File: config.mk
export PLATFORM = sky130hd
export DESIGN_NAME = ovl_regs
export DESIGN_NICKNAME = d
export VERILOG_FILES = /design/src/ovl_pkg.sv /design/src/ovl_regs.sv /design/src/ovl_decode.sv
export VERILOG_INCLUDE_DIRS = /design/src
export SDC_FILE = /design/constraint.sdc
export NUM_CORES = 1
export LEC_CHECK = 0
export CAP_MARGIN = 20
export CORE_MARGIN = 5
export CORE_UTILIZATION = 55
export DETAILED_ROUTE_END_ITERATION = 6
export DONT_BUFFER_PORTS = 1
export GPL_TIMING_DRIVEN = 0
export PLACE_DENSITY = 0.7
export SYNTH_ARGS = -nofsm -noshare
export SYNTH_HDL_FRONTEND = slang
export SYNTH_SLANG_ARGS = --single-unit
File: constraint.sdc
create_clock -name clk_i -period 2 [get_ports clk_i]
set_input_delay 0.1 -clock clk_i [delete_from_list [all_inputs] [get_ports clk_i]]
set_output_delay 0.1 -clock clk_i [all_outputs]
set_load 0.01 [all_outputs]
File: src/ovl_cfg.svh
// Constants for the overlay and image capture port register bank.
// Assumes inclusion by bare name from files in the same folder.
`ifndef OVL_CFG_SVH
`define OVL_CFG_SVH

// I/O port addressing: 0x21xA index, 0x21xB data, x from straps
`define IO_PREFIX        8'h21
`define IO_INDEX_LOW     4'ha
`define IO_DATA_LOW      4'hb

// Indexed register numbers
`define IDX_PITCH_LOW    8'heb
`define IDX_PITCH_HIGH   8'hec
`define IDX_PAN_STATUS   8'hed
`define IDX_DEPTH_ZOOM   8'hee
`define IDX_OVL_CONTROL  8'hef
`define IDX_CAP_START_L  8'hf0
`define IDX_CAP_START_M  8'hf1
`define IDX_CAP_START_H  8'hf2
`define IDX_CAP_LEN_L    8'hf3
`define IDX_CAP_LEN_H    8'hf4
`define IDX_CAP_PITCH_L  8'hf5
`define IDX_CAP_PITCH_H  8'hf6
`define IDX_CAP_CONTROL  8'hf7

// Field positions
`define PAN_LAST_LINE_BIT   7
`define PAN_DISP_EN_BIT     6
`define ZOOM_MSB            7
`define ZOOM_LSB            6
`define CTL_CURSOR_BIG_BIT  2
`define CTL_OVERLAY_BIT     1
`define CTL_WINDOW_SEL_BIT  0
`define CAP_OVL_EN_BIT      7
`define CAP_INTERLACE_BIT   1
`define CAP_PORT_EN_BIT     0

// Writable masks per register
`define MASK_HIGH_NIBBLE 8'h0f
`define MASK_PAN         8'h07
`define MASK_DEPTH_ZOOM  8'hcf
`define MASK_OVL_CONTROL 8'h07
`define MASK_CAP_CONTROL 8'h83

// Reset values
`define RESET_BYTE       8'h00
`define RESET_INDEX      8'h00

// Pan value that means no shift in 9-dot modes
`define PAN_NINE_DOT_NONE 4'h8

`endif

File: src/ovl_pkg.sv
// Types shared by the overlay register bank files.
// Assumes nothing beyond a SystemVerilog compiler.
package ovl_pkg;

	typedef enum logic [2:0] {
		DEPTH_1  = 3'h0,
		DEPTH_2  = 3'h1,
		DEPTH_4  = 3'h2,
		DEPTH_8  = 3'h3,
		DEPTH_16 = 3'h4,
		DEPTH_RSVD = 3'h7
	} depth_e;

	typedef enum logic [1:0] {
		BUS_IDLE  = 2'h0,
		BUS_INDEX = 2'h1,
		BUS_DATA  = 2'h2
	} bus_target_e;

endpackage

File: src/ovl_regs.sv
// Indexed register bank for the secondary window, cursor and capture port.
// Assumes a synchronous host I/O strobe interface on clk_i and strap pins
// that are stable around reset release.
`timescale 1ns/1ps
`default_nettype none
`include "ovl_cfg.svh"

// Functional notes
// - Write index, then access data port.
// - One index port serves both groups.
// - Straps latched after reset release set port digit.
// - Window row pitch 12-bit quadwords, two registers.
// - Pan bit 7 flags last line.
// - Pan bit 6 mirrors display-enable pin.
// - Pan value shifts pixels left, nine-dot.
// - Zoom field repeats each line 1-4.
// - Depth codes pick 1 to 16 bpp.
// - Control bit 2 selects cursor size.
// - Control bit 1 overlay or cursor pins.
// - Control bit 0 selects window or cursor.
// - Capture start is 20-bit doubleword offset.
// - Capture line length 12-bit doublewords.
// - Capture control bit 7 enables overlay.
// - Capture control bit 1 selects interlace.
// - Capture control bit 0 enables port.
// - Control enable bits clear on reset.
module ovl_regs (
	// Clock and reset
	input  wire logic          clk_i,
	input  wire logic          rstn_i,
	input  wire logic          ce_i,
	// Host I/O bus
	input  wire logic [15:0]   io_addr_i,
	input  wire logic          io_wr_i,
	input  wire logic          io_rd_i,
	input  wire logic [7:0]    io_wdata_i,
	output logic [7:0]         io_rdata_o,
	output logic               io_ack_o,
	// Strap and display pins
	input  wire logic [2:0]    io_base_strap_pins_i,
	input  wire logic          secondary_display_enable_pin_i,
	input  wire logic          last_line_i,
	input  wire logic          nine_dot_i,
	input  wire logic [1:0]    cursor_pixel_i,
	// Overlay settings
	output logic [11:0]        window_pitch_o,
	output logic [3:0]         pan_shift_o,
	output logic [2:0]         line_repeat_o,
	output ovl_pkg::depth_e    depth_o,
	output logic               depth_valid_o,
	output logic               cursor_big_o,
	output logic               overlay_mode_o,
	output logic [1:0]         cursor_pixel_pins_o,
	output logic               window_sel_o,
	output logic               window_en_o,
	output logic               cursor_en_o,
	// Capture port settings
	output logic [19:0]        cap_start_dword_o,
	output logic [21:0]        cap_start_byte_o,
	output logic [11:0]        cap_length_o,
	output logic [11:0]        cap_pitch_o,
	output logic               cap_interlace_o,
	output logic               cap_port_en_o
);

	////////////////////////////////////////////////////////////////////////
	// Pin synchronisers

	logic [2:0]  strap_meta;
	logic [2:0]  strap_sync;
	logic [1:0]  disp_en_meta;
	logic [1:0]  last_meta;
	logic        disp_en_sync;
	logic        last_sync;
	logic [1:0]  cursor_meta;
	logic [1:0]  cursor_sync;

	always_ff @(posedge clk_i) begin
		if (!rstn_i) begin
			strap_meta   <= 3'h0;
			strap_sync   <= 3'h0;
			disp_en_meta <= 2'h0;
			last_meta    <= 2'h0;
			cursor_meta  <= 2'h0;
			cursor_sync  <= 2'h0;
			disp_en_sync <= 1'b0;
			last_sync    <= 1'b0;
		end else if (ce_i) begin
			strap_meta   <= io_base_strap_pins_i;
			strap_sync   <= strap_meta;
			disp_en_meta <= {disp_en_meta[0], secondary_display_enable_pin_i};
			last_meta    <= {last_meta[0], last_line_i};
			cursor_meta  <= cursor_pixel_i;
			cursor_sync  <= cursor_meta;
			disp_en_sync <= disp_en_meta[1];
			last_sync    <= last_meta[1];
		end
	end

	////////////////////////////////////////////////////////////////////////
	// Strap capture after reset release

	// Capture waits for the synchroniser to fill, so reset takes a constant
	logic [1:0]  strap_wait;
	logic        strap_done;
	logic [2:0]  io_digit;

	always_ff @(posedge clk_i) begin
		if (!rstn_i) begin
			strap_wait <= 2'h0;
			strap_done <= 1'b0;
			io_digit   <= 3'h0;
		end else if (ce_i && !strap_done) begin
			if (strap_wait == 2'h3) begin
				io_digit   <= strap_sync;
				strap_done <= 1'b1;
			end else begin
				strap_wait <= strap_wait + 2'h1;
			end
		end
	end

	////////////////////////////////////////////////////////////////////////
	// Address decode

	function automatic logic port_hit(input logic [15:0] addr, input logic [2:0] digit,
		input logic [3:0] low);
		port_hit = (addr == {`IO_PREFIX, 1'b0, digit, low});
	endfunction

	logic        hit_index;
	logic        hit_data;
	logic        wr_data;
	logic [7:0]  index_reg;

	assign hit_index = strap_done && port_hit(io_addr_i, io_digit, `IO_INDEX_LOW);
	assign hit_data  = strap_done && port_hit(io_addr_i, io_digit, `IO_DATA_LOW);
	assign wr_data   = ce_i && io_wr_i && hit_data;

	// One index serves both register groups
	always_ff @(posedge clk_i) begin
		if (!rstn_i) begin
			index_reg <= `RESET_INDEX;
		end else if (ce_i && io_wr_i && hit_index) begin
			index_reg <= io_wdata_i;
		end
	end

	function automatic logic sel(input logic [7:0] idx);
		sel = (index_reg == idx);
	endfunction

	////////////////////////////////////////////////////////////////////////
	// Overlay registers

	logic [7:0]  pitch_low;
	logic [3:0]  pitch_high;
	logic [2:0]  pan_code;
	logic [7:0]  depth_zoom;
	logic [2:0]  ovl_control;

	always_ff @(posedge clk_i) begin
		if (!rstn_i) begin
			pitch_low   <= `RESET_BYTE;
			pitch_high  <= 4'h0;
			pan_code    <= 3'h0;
			depth_zoom  <= `RESET_BYTE;
			ovl_control <= 3'h0;
		end else if (wr_data) begin
			if (sel(`IDX_PITCH_LOW))
				pitch_low <= io_wdata_i;
			if (sel(`IDX_PITCH_HIGH))
				pitch_high <= io_wdata_i[3:0];
			if (sel(`IDX_PAN_STATUS))
				pan_code <= io_wdata_i[2:0];
			if (sel(`IDX_DEPTH_ZOOM))
				depth_zoom <= io_wdata_i & `MASK_DEPTH_ZOOM;
			if (sel(`IDX_OVL_CONTROL))
				ovl_control <= io_wdata_i[2:0];
		end
	end

	////////////////////////////////////////////////////////////////////////
	// Capture port registers

	logic [19:0] cap_start;
	logic [11:0] cap_length;
	logic [11:0] cap_pitch;
	logic [7:0]  cap_control;

	always_ff @(posedge clk_i) begin
		if (!rstn_i) begin
			cap_start   <= 20'h0;
			cap_length  <= 12'h0;
			cap_pitch   <= 12'h0;
			cap_control <= `RESET_BYTE;
		end else if (wr_data) begin
			if (sel(`IDX_CAP_START_L))
				cap_start[7:0] <= io_wdata_i;
			if (sel(`IDX_CAP_START_M))
				cap_start[15:8] <= io_wdata_i;
			if (sel(`IDX_CAP_START_H))
				cap_start[19:16] <= io_wdata_i[3:0];
			if (sel(`IDX_CAP_LEN_L))
				cap_length[7:0] <= io_wdata_i;
			if (sel(`IDX_CAP_LEN_H))
				cap_length[11:8] <= io_wdata_i[3:0];
			if (sel(`IDX_CAP_PITCH_L))
				cap_pitch[7:0] <= io_wdata_i;
			if (sel(`IDX_CAP_PITCH_H))
				cap_pitch[11:8] <= io_wdata_i[3:0];
			if (sel(`IDX_CAP_CONTROL))
				cap_control <= io_wdata_i & `MASK_CAP_CONTROL;
		end
	end

	////////////////////////////////////////////////////////////////////////
	// Read path

	logic [7:0]  read_mux;

	always_comb begin
		unique case (index_reg)
			`IDX_PITCH_LOW:   read_mux = pitch_low;
			`IDX_PITCH_HIGH:  read_mux = {4'h0, pitch_high};
			`IDX_PAN_STATUS:  read_mux = {last_sync, disp_en_sync, 3'h0, pan_code};
			`IDX_DEPTH_ZOOM:  read_mux = depth_zoom;
			`IDX_OVL_CONTROL: read_mux = {5'h00, ovl_control};
			`IDX_CAP_START_L: read_mux = cap_start[7:0];
			`IDX_CAP_START_M: read_mux = cap_start[15:8];
			`IDX_CAP_START_H: read_mux = {4'h0, cap_start[19:16]};
			`IDX_CAP_LEN_L:   read_mux = cap_length[7:0];
			`IDX_CAP_LEN_H:   read_mux = {4'h0, cap_length[11:8]};
			`IDX_CAP_PITCH_L: read_mux = cap_pitch[7:0];
			`IDX_CAP_PITCH_H: read_mux = {4'h0, cap_pitch[11:8]};
			`IDX_CAP_CONTROL: read_mux = cap_control;
			default:          read_mux = 8'h00;
		endcase
	end

	// Data is held one cycle after the strobe; ack marks it
	always_ff @(posedge clk_i) begin
		if (!rstn_i) begin
			io_rdata_o <= 8'h00;
			io_ack_o   <= 1'b0;
		end else if (ce_i) begin
			io_ack_o <= (io_rd_i || io_wr_i) && (hit_index || hit_data);
			if (io_rd_i && hit_index)
				io_rdata_o <= index_reg;
			else if (io_rd_i && hit_data)
				io_rdata_o <= read_mux;
			else
				io_rdata_o <= 8'h00;
		end
	end

	////////////////////////////////////////////////////////////////////////
	// Decoded settings

	ovl_pkg::depth_e next_depth;
	logic            next_depth_valid;
	logic [2:0]      next_line_repeat;
	logic [3:0]      next_pan_shift;

	ovl_decode u_decode (
		.depth_code_i  (depth_zoom[3:0]),
		.zoom_code_i   (depth_zoom[`ZOOM_MSB:`ZOOM_LSB]),
		.pan_code_i    (pan_code),
		.nine_dot_i    (nine_dot_i),
		.depth_o       (next_depth),
		.depth_valid_o (next_depth_valid),
		.line_repeat_o (next_line_repeat),
		.pan_shift_o   (next_pan_shift)
	);

	logic ovl_on;
	assign ovl_on = cap_control[`CAP_OVL_EN_BIT];

	always_ff @(posedge clk_i) begin
		if (!rstn_i) begin
			window_pitch_o      <= 12'h0;
			pan_shift_o         <= 4'h0;
			line_repeat_o       <= 3'h1;
			depth_o             <= ovl_pkg::DEPTH_1;
			depth_valid_o       <= 1'b1;
			cursor_big_o        <= 1'b0;
			overlay_mode_o      <= 1'b0;
			cursor_pixel_pins_o <= 2'h0;
			window_sel_o        <= 1'b0;
			window_en_o         <= 1'b0;
			cursor_en_o         <= 1'b0;
		end else if (ce_i) begin
			window_pitch_o <= {pitch_high, pitch_low};
			pan_shift_o    <= next_pan_shift;
			line_repeat_o  <= next_line_repeat;
			depth_o        <= next_depth;
			depth_valid_o  <= next_depth_valid;
			cursor_big_o   <= ovl_control[`CTL_CURSOR_BIG_BIT];
			overlay_mode_o <= ovl_control[`CTL_OVERLAY_BIT];
			// Pins carry cursor pixels only in output mode
			cursor_pixel_pins_o <= ovl_control[`CTL_OVERLAY_BIT] ? 2'h0 : cursor_sync;
			window_sel_o   <= ovl_control[`CTL_WINDOW_SEL_BIT];
			window_en_o    <= ovl_on && ovl_control[`CTL_WINDOW_SEL_BIT];
			cursor_en_o    <= ovl_on && !ovl_control[`CTL_WINDOW_SEL_BIT];
		end
	end

	always_ff @(posedge clk_i) begin
		if (!rstn_i) begin
			cap_start_dword_o <= 20'h0;
			cap_start_byte_o  <= 22'h0;
			cap_length_o      <= 12'h0;
			cap_pitch_o       <= 12'h0;
			cap_interlace_o   <= 1'b0;
			cap_port_en_o     <= 1'b0;
		end else if (ce_i) begin
			cap_start_dword_o <= cap_start;
			cap_start_byte_o  <= {cap_start, 2'b00};
			cap_length_o      <= cap_length;
			cap_pitch_o       <= cap_pitch;
			cap_interlace_o   <= cap_control[`CAP_INTERLACE_BIT];
			cap_port_en_o     <= cap_control[`CAP_PORT_EN_BIT];
		end
	end

endmodule

`default_nettype wire

File: src/ovl_decode.sv
// Decodes overlay control fields into display settings.
// Assumes register fields arrive from flip-flops on the same clock.
`timescale 1ns/1ps
`default_nettype none

module ovl_decode (
	// Register fields
	input  wire logic [3:0]    depth_code_i,
	input  wire logic [1:0]    zoom_code_i,
	input  wire logic [2:0]    pan_code_i,
	input  wire logic          nine_dot_i,
	// Decoded settings
	output ovl_pkg::depth_e    depth_o,
	output logic               depth_valid_o,
	output logic [2:0]         line_repeat_o,
	output logic [3:0]         pan_shift_o
);

	always_comb begin
		unique case (depth_code_i)
			4'h0: depth_o = ovl_pkg::DEPTH_1;
			4'h1: depth_o = ovl_pkg::DEPTH_2;
			4'h2: depth_o = ovl_pkg::DEPTH_4;
			4'h3: depth_o = ovl_pkg::DEPTH_8;
			4'h4: depth_o = ovl_pkg::DEPTH_16;
			default: depth_o = ovl_pkg::DEPTH_RSVD;
		endcase
	end

	assign depth_valid_o = (depth_o != ovl_pkg::DEPTH_RSVD);
	// Repeat count 1..4 for zoom 00..11
	assign line_repeat_o = {1'b0, zoom_code_i} + 3'h1;

	// Nine-dot: 8 means none, 0..7 shift 1..8; code 8 needs a 4-bit field
	always_comb begin
		if (nine_dot_i) begin
			pan_shift_o = {1'b0, pan_code_i} + 4'h1;
		end else begin
			pan_shift_o = {1'b0, pan_code_i};
		end
	end

endmodule

`default_nettype wire

---- Word level (Yosys, flattened, before mapping) ----
Index checks and enable logic that the tools add are counted.
cells by class
  add/sub/neg operators ................... 3
  equality and inequality tests ........... 21
  multiplexer cells ....................... 6
  bitwise logic cells ..................... 1
  reductions and logical operators ........ 31
operators by type and width
  cell                                                                    number
  8-bit equality test (second input constant)                             13
  8-bit case mux with 13 select lines                                     1
  16-bit by 14-bit equality test with 1-bit output                        2
  2-bit AND reduction                                                     15
  8-bit two-way mux                                                       2
  3-bit case mux with 5 select lines                                      1
  1-bit logical AND                                                       11
  4-bit by 2-bit equality test with 1-bit output (second input constant)  2
  3-bit by 1-bit adder with 4-bit output (second input constant)          1
  4-bit by 1-bit equality test with 1-bit output (second input constant)  1
  4-bit by 3-bit equality test with 1-bit output (second input constant)  1
  4-bit logical NOT                                                       1
  4-bit two-way mux                                                       1
  2-bit by 1-bit adder with 3-bit output (second input constant)          1
  3-bit inequality test (second input constant)                           1
  2-bit by 1-bit adder with 2-bit output (second input constant)          1
  2-bit equality test (second input constant)                             1
  1-bit logical NOT                                                       2
  1-bit logical OR                                                        2
  2-bit two-way mux                                                       1
  1-bit NOT                                                               1
storage, ports and cells
  register bits ........................... 186
  bits of input ports ..................... 37
  output and inout port bits .............. 107
  logic and storage cells ................. 105

---- Longest topological paths before layout ----
Gate-level depths: netlist of the first run.
  depth in word-level cells ............... 5
  gate-level depth with buffers ........... 8
  mapped depth without buffers ............ 5

---- Modules after synthesis ----
Synthesis of the first run repeated with hierarchy kept, for this count alone.
unflattened totals
  cell total of the unflattened synthesis .. 816
  area total of the unflattened synthesis .. 8299.2 µm²
modules (own cells, without submodules)
  module      times used  cells an instance  area an instance (µm²)  seq. area each (µm²)
  ovl_regs    1           803                8189.1                  3723.6
  ovl_decode  1           13                 110.1                   0.0

---- Worst setup path before layout of the first run ----
Ideal clock, no wire load.
  path kind ............................... register to register
  from .................................... reg index_reg[0]
  to ...................................... reg io_rdata_o[6]
  setup time .............................. 0.138 ns
  arrival time ............................ 1.570 ns
  required time ........................... 1.862 ns
  path slack .............................. 0.292 ns
  cell stages (with the launch flop) ...... 8
  buffers on the path ..................... 3
  period minus slack after synthesis ...... 1.708 ns
  cell sequence ........................... dfxtp_1 -> buf_2 -> buf_2 -> buf_1 -> mux2i_1 -> nor3_1 -> a2111oi_0 -> o22ai_1
on the way
  longest elaborated chain between the ends .. 4
  elaborated cells on any way between the ends .. 16
  classes of those cells .................. 13 x eq/ne; 3 x mux
RTL lines
  element                                RTL line         text
  start, declared                        ovl_regs.sv:134  logic [7:0] index_reg;
  start signal, assigned                 ovl_regs.sv:143  index_reg <= `RESET_INDEX;
  start signal, assigned                 ovl_regs.sv:145  index_reg <= io_wdata_i;
  8-bit equality test                    ovl_regs.sv:223  unique case (index_reg)
  8-bit case mux with 13 select lines *  ovl_regs.sv:223
  8-bit two-way mux *                    ovl_regs.sv:250  else if (io_rd_i && hit_data)
  8-bit two-way mux *                    ovl_regs.sv:248  if (io_rd_i && hit_index)
  end signal, assigned                   ovl_regs.sv:249  io_rdata_o <= index_reg;
  end signal, assigned                   ovl_regs.sv:251  io_rdata_o <= read_mux;
  end, declared                          ovl_regs.sv:37   output logic [7:0] io_rdata_o,
Mark *: on every way between the ends. The rest lies on a longest branch, timed or not.
A chain may end at the register's enable or synchronous reset.

---- Worst setup path after layout of the first run ----
  from .................................... reg index_reg[6]
  to ...................................... reg io_rdata_o[3]
The elaborated chain is that of the path after synthesis.

==> out/qor.yml, run 1 <==
htree_num_levels: 4
p_sw_uw: 1850
area_growth_pct: 14.6
cts_made_buffers: 17
rows: 44
yosysTopAreaCellShare_pct: 45.9
synth_ff_type: "dfxtp_1"
fin_crit_sh_pct: 98.6
coreArea_um2: 14500
wl_per_cell_um: 24.9
worst_slew_pin_slew_ps: 963
placed_cells: 1022
switching_share_pct: 24.2
die_h_um: 131
final_common_cell: "dfxtp_1"
crit_path_start: "index_reg[6]"
fmax_mhz: 507
syn_area_um2: 8110
final_nets: 918
cts_tree: "done"
cap_violations: 0
slew_violations: 0
synth_largest_area_cell: "dfxtp_1"
max_slew_margin_pct: 35.8
vias: 6566
clock_path_buffers: 2
r2r_start: "index_reg[6]"
grt_pass1_wl_um: 40400
die_width_um: 131
power_per_cell_area_nw_per_um2: 821
pwr-share-comb_pct: 4.8
worstPathArrival_ps: 2340
largest_registers: "cap_start (20), cap_start_dword_o (20)"
grt_pass1_vias: 6551
holdWs_ps: 43.9
r2r_cells: 6
gp_congestion: 0.950
start_kind: "flip-flop"
setup_viol: 0
async_reset_ff_share_pct: 0
drt_iter0_markers: 456
crit_path_max_fanout: 6
crit_required_ps: 2360
synthesis.instances: 837
first_pass_iters: 5
ys_warn_count: 0
final_cell_mix: "dfxtp_1 (185), nor2_1 (181), mux2i_1 (158), clkbuf_1 (31), buf_4 (29)"
post-route-drc-count: 0
dp_hpwl_um: 19800
netlist_top_cells_area: "dfxtp_1 (46%), mux2i_1 (20%), nor2_1 (8.4%), buf_4 (2.3%), nand4_4 (1.8%)"
vias_per_cell: 6.11
post-place-ws_ps: -541
finClkSkew_ps: 7.63
antenna_found_initial: 0
grt_max_degree: 19
pwr-share-seq_pct: 49.2
hold_path_class: "input port to flip-flop"
hold_viol: 0
clk_pin_slew_ps: 70
r2r_end: "io_rdata_o[3]"
p_int_uw: 5780
path_class: "flip-flop to flip-flop"
min_period_ps: 1970
synth_seq_cells: 186
status: "completed"
routed_wl_um: 26800
clkPwrFrac_pct: 46.1
rsz0062_at_grt: "true"
start_util_pct: 56.0
dieArea_um2: 17300
p_leak_uw: 0.00420
rrSetupSlack_ps: 30
worstSetupEndpoint: "io_rdata_o[3]"
drive_gt1_share_pct: 14.7
clk_latency_ps: 440
io_pins: 144
grtUsageTotal_pct: 30.4
cts.sinks: 186
detail-route-antenna-nets: 0
stdcell_count: 1075
ir_drop_mv: 0.568
port_buffers: 0
fin_ws_ps: 27.0
synth_edf_count: 0
power.total_uw: 7620
diodes: 0
cp-end-kind: "flip-flop"
avgSynthCellArea_um2: 9.69
cts_root_buffer: "clkbuf_16"
synth_cell_type_count: 60
ys_seq_area_share_pct: 45.9
overflow: 0
post-route-util_pct: 64.2
[worst min path at each step]
stage | cells after the start | startpoint | to
after global routing | 3 | nine_dot_i | pan_shift_o[2]
after floorplan | 2 | io_wdata_i[4] | cap_length[4]
after global placement | 2 | io_wdata_i[1] | cap_pitch[9]
final | 3 | nine_dot_i | pan_shift_o[2]
after detailed placement | 2 | io_wdata_i[6] | cap_start[14]
after CTS | 3 | io_addr_i[0] | index_reg[4]
[logic make-up (layout without fill, tap and decap cells)]
logic type	count (synthesis)	count (layout)	share of synthesized area (%)
compound gates	79	79	6.77
xor+xnor	6	6	0.648
fa+ha+maj	3	3	0.463
buf+inv	84	137	5.60
flops	186	186	45.9
mux	166	166	20.6
other cells	1	2	0.0463
simple gates	312	312	19.9
[Yosys cell counts, types with 7 or more instances]
library cell  count
nor2b_1          11
mux2i_1         158
buf_2            18
dfxtp_1         186
a22oi_1          11
nor4_1            7
o22ai_1           7
a21oi_1          17
a31oi_1          11
nand2_1          28
buf_4            25
nand4_4           7
clkbuf_1         31
nor2_1          182
nand3_1          22
nor3_1            7
mux2_2            8
[layer usage]
layer | up-vias | track usage (%) | share of wire (%)
met1 | 3221 | 39.5 | 42
met4 | 0 | 12.2 | 3.5
met2 | 295 | 48.0 | 46
li1 | 2993 | - | -
met5 | - | 0 | 0
met3 | 57 | 8.45 | 8.0
[cell type report]
cell class                      instances  area [um^2]
Sequential cell                       186         3720
Buffer                                 80          462
Clock buffer                           18          439
Timing Repair Buffer                   21          225
Clock inverter                         14          178
Tap cell                              184          230
Fill cell                            1186         5190
Multi-Input combinational cell        568         4020
Inverter                                4         15.0
[power groups by stage]
| stage | logic [uW] | clock network, uW | registers [uW] |
|---|---|---|---|
| finish | 364 | 3510 | 3750 |
| detailed placement | 306 | 0 | 3830 |
| floorplan | 211 | 0 | 3830 |
| global route | 383 | 3730 | 3750 |
| global placement | 298 | 0 | 3830 |
| CTS | 356 | 3550 | 3750 |
[what timing repair did]
action,in CTS,in global routing
hold buffers,17,0
pin swaps,2,2
setup endpoints to repair,64,24
hold endpoints to repair,42,0
setup buffers,3,1
resized for setup,20,10
[worst max-delay path, stage by stage, from the launching register on]
cell	delay, ps
dfxtp_1	450
nand3_2	220
or3_1	390
clkbuf_1	190
o221ai_1	310
o211ai_1	170
a31oi_1	170
[stage by stage]
step / TNS [ps] / cell area [um^2]
finish: 0 / 9290
global route: -1.95 / 9290
CTS: 0 / 9250
detailed placement: -4730 / 8340
global placement: -3640 / 8340
floorplan: 0 / 8110
No activity file was read; power rests on OpenSTA's default activity.
==> run 2: changes to the inputs <==
--- a/config.mk
+++ b/config.mk
@@ -9,10 +9,12 @@
 export CAP_MARGIN = 20
 export CORE_MARGIN = 5
 export CORE_UTILIZATION = 55
+export CTS_CLUSTER_DIAMETER = 150
 export DETAILED_ROUTE_END_ITERATION = 6
 export DONT_BUFFER_PORTS = 1
 export GPL_TIMING_DRIVEN = 0
 export PLACE_DENSITY = 0.7
 export SYNTH_ARGS = -nofsm -noshare
 export SYNTH_HDL_FRONTEND = slang
+export SYNTH_HIERARCHICAL = 1
 export SYNTH_SLANG_ARGS = --single-unit
==> out/qor.yml, run 2 <==
placed_cells: 1005
path_class: "flip-flop to flip-flop"
dieArea_um2: 17600
r2r_end: "cap_start[15]"
io_pins: 144
finClkSkew_ps: 9.22
cts_tree: "done"
cp-end-kind: "flip-flop"
final_cell_mix: "dfxtp_1 (177), mux2i_1 (144), nor2b_1 (119), nand2_1 (55), buf_4 (46)"
critPathTopFamily: "simple AND/OR/NAND/NOR gates"
gp_congestion: 0.956
diodes: 0
max_slew_margin_pct: 35.8
start_kind: "flip-flop"
path_buf_inv: 3
die_h_um: 133
vias: 6531
die_width_um: 133
port_buffers: 0
synth_largest_area_cell: "dfxtp_1"
hold_end: "pan_shift_o[1]"
violations: "hold timing"
ir_drop_mv: 0.611
drt_iter0_markers: 594
grt_pass1_wl_um: 40600
rrSetupSlack_ps: 30
netlist_top_cells_area: "dfxtp_1 (45%), mux2i_1 (17%), nor2b_1 (9.2%), nand2_1 (2.6%), buf_4 (2.5%)"
overflow: 0
rows: 45
yosysTopAreaCellShare_pct: 44.9
fmax_mhz: 508
yosysMostFrequentCell: "dfxtp_1"
stdcell_count: 1081
synthTopCellsByCount: "dfxtp_1 (186), mux2i_1 (144), nor2b_1 (122)"
min_period_ps: 1970
routed_wl_um: 27000
dp_hpwl_um: 19600
ys_warn_count: 6
grt_max_degree: 17
worstPathArrival_ps: 2270
ys_seq_area_share_pct: 44.9
crit_path_frequent_cell: "buf_6"
start_util_pct: 55.4
antenna_found_initial: 0
synth_edf_count: 0
final_nets: 922
coreArea_um2: 15000
max_stage_delay_ps: 650
clk_pin_slew_ps: 60
grtUsageTotal_pct: 30.4
setup_viol: 0
wl_per_cell_um: 25.0
detail-route-antenna-nets: 0
largest_registers: "cap_start (20), cap_start_dword_o (20)"
holdWs_ps: -0.182
crit_path_max_fanout: 8
r2r_start: "index_reg[0]"
clk_latency_ps: 430
slew_violations: 0
worstHoldStart: "nine_dot_i"
fin_crit_sh_pct: 98.4
crit_slowest_cell: "or4_4"
hold_viol: 1
synth_seq_cells: 186
worst_slew_pin_slew_ps: 962
avgSynthCellArea_um2: 10.2
final_common_cell: "dfxtp_1"
status: "complete, but fails checks"
vias_per_cell: 6.04
cts.sinks: 186
crit_required_ps: 2300
hold_path_class: "input port to flip-flop"
worstPathCellList: "buf_6, nor2b_2, clkbuf_8, nand2_4, or4_4, buf_6, nand3_1, o21ai_1"
first_pass_iters: 5
cts_root_buffer: "clkbuf_16"
fill_cells: 1183
async_reset_ff_share_pct: 0
power_per_cell_area_nw_per_um2: 778
synth_ff_type: "dfxtp_1"
cts_made_buffers: 17
htree_num_levels: 4
area_growth_pct: 18.7
r2r_cells: 8
syn_area_um2: 8300
hold_depth: 3
clock_path_buffers: 2
synth_cell_type_count: 69
fin_tns_setup_ps: 0
synthesis.instances: 816
drive_gt1_share_pct: 19.0
post-route-drc-count: 0
p_leak_uw: 0.00396
grt_pass1_vias: 6661
cap_violations: 0
run 2: what timing repair did:
item                       4_1_cts  5_1_grt
setup buffers                   13       14
cloned                           0        2
hold buffers                    18        0
setup endpoints to repair       87       74
hold endpoints to repair        30        0
pin swaps                        6        6
resized for setup               41       39
run 2: worst max-delay path by stage:
| stage | endpoint | depth (start not counted) | startpoint | slack [ps] |
|---|---|---|---|---|
| global placement | io_rdata_o[2] | 6 | io_digit[0] | -490 |
| detailed placement | depth_zoom[2] | 5 | index_reg[1] | -490 |
| floorplan | cap_length[7] | 8 | index_reg[2] | 130 |
| finish | cap_start[15] | 8 | index_reg[0] | 30 |
| global route | cap_length[7] | 8 | io_digit[0] | -10 |
| CTS | cap_start[7] | 8 | io_digit[1] | 0.6 |
run 2: area by class of cell:
class	count	area, um^2	share of cell area [%]
multi-input combinational	545	4260	43.2
sequential	186	3740	38.0
buffer	82	556	5.64
clock buffer	25	505	5.13
timing repair buffer	47	438	4.44
tap	188	235	2.39
clock inverter	5	108	1.09
inverter	3	11.3	0.114
run 2: cell families after synthesis:
group	synth area share (%)
other	0.0452
multiplexers	19.4
flip-flops	44.9
buffers and inverters	5.83
AO/OA/AOI/OAI	7.01
AND/OR/NAND/NOR	21.6
adder cells (fa/ha/maj)	0.452
XOR/XNOR	0.739
run 2: stage by stage:
step	instance area, um^2	utilization, %	setup WS (ps)	total power [uW]
6_report	9850	65.8	31.8	7670
3_5_place_dp	8540	57.0	-490	4160
4_1_cts	9590	64.1	0.641	7690
5_1_grt	9850	65.8	-10.2	7880
3_3_place_gp	8540	57.0	-485	4160
2_1_floorplan	8300	-	127	4060
run 2: power breakdown:
| part | switching (uW) | leakage, uW | internal, uW |
|---|---|---|---|
| combinational | 234 | 0.00215 | 150 |
| sequential | 19.3 | 0.00151 | 3720 |
| clock | 1410 | 0.000300 | 2130 |
| total | 1660 | 0.00396 | 6000 |
run 2: worst min-delay path, cell delays in order:
cell	delay, ps
mux2_4	130
mux2i_1	60
nor2b_1	100
run 2: routing by layer:
| metal | vias up | GRT usage (%) | share of wire (%) |
|---|---|---|---|
| met4 | 0 | 11.9 | 3.5 |
| met2 | 349 | 49.9 | 47 |
| li1 | 2966 | - | - |
| met5 | - | 0 | 0 |
| met1 | 3159 | 38.9 | 41 |
| met3 | 57 | 7.00 | 8.5 |
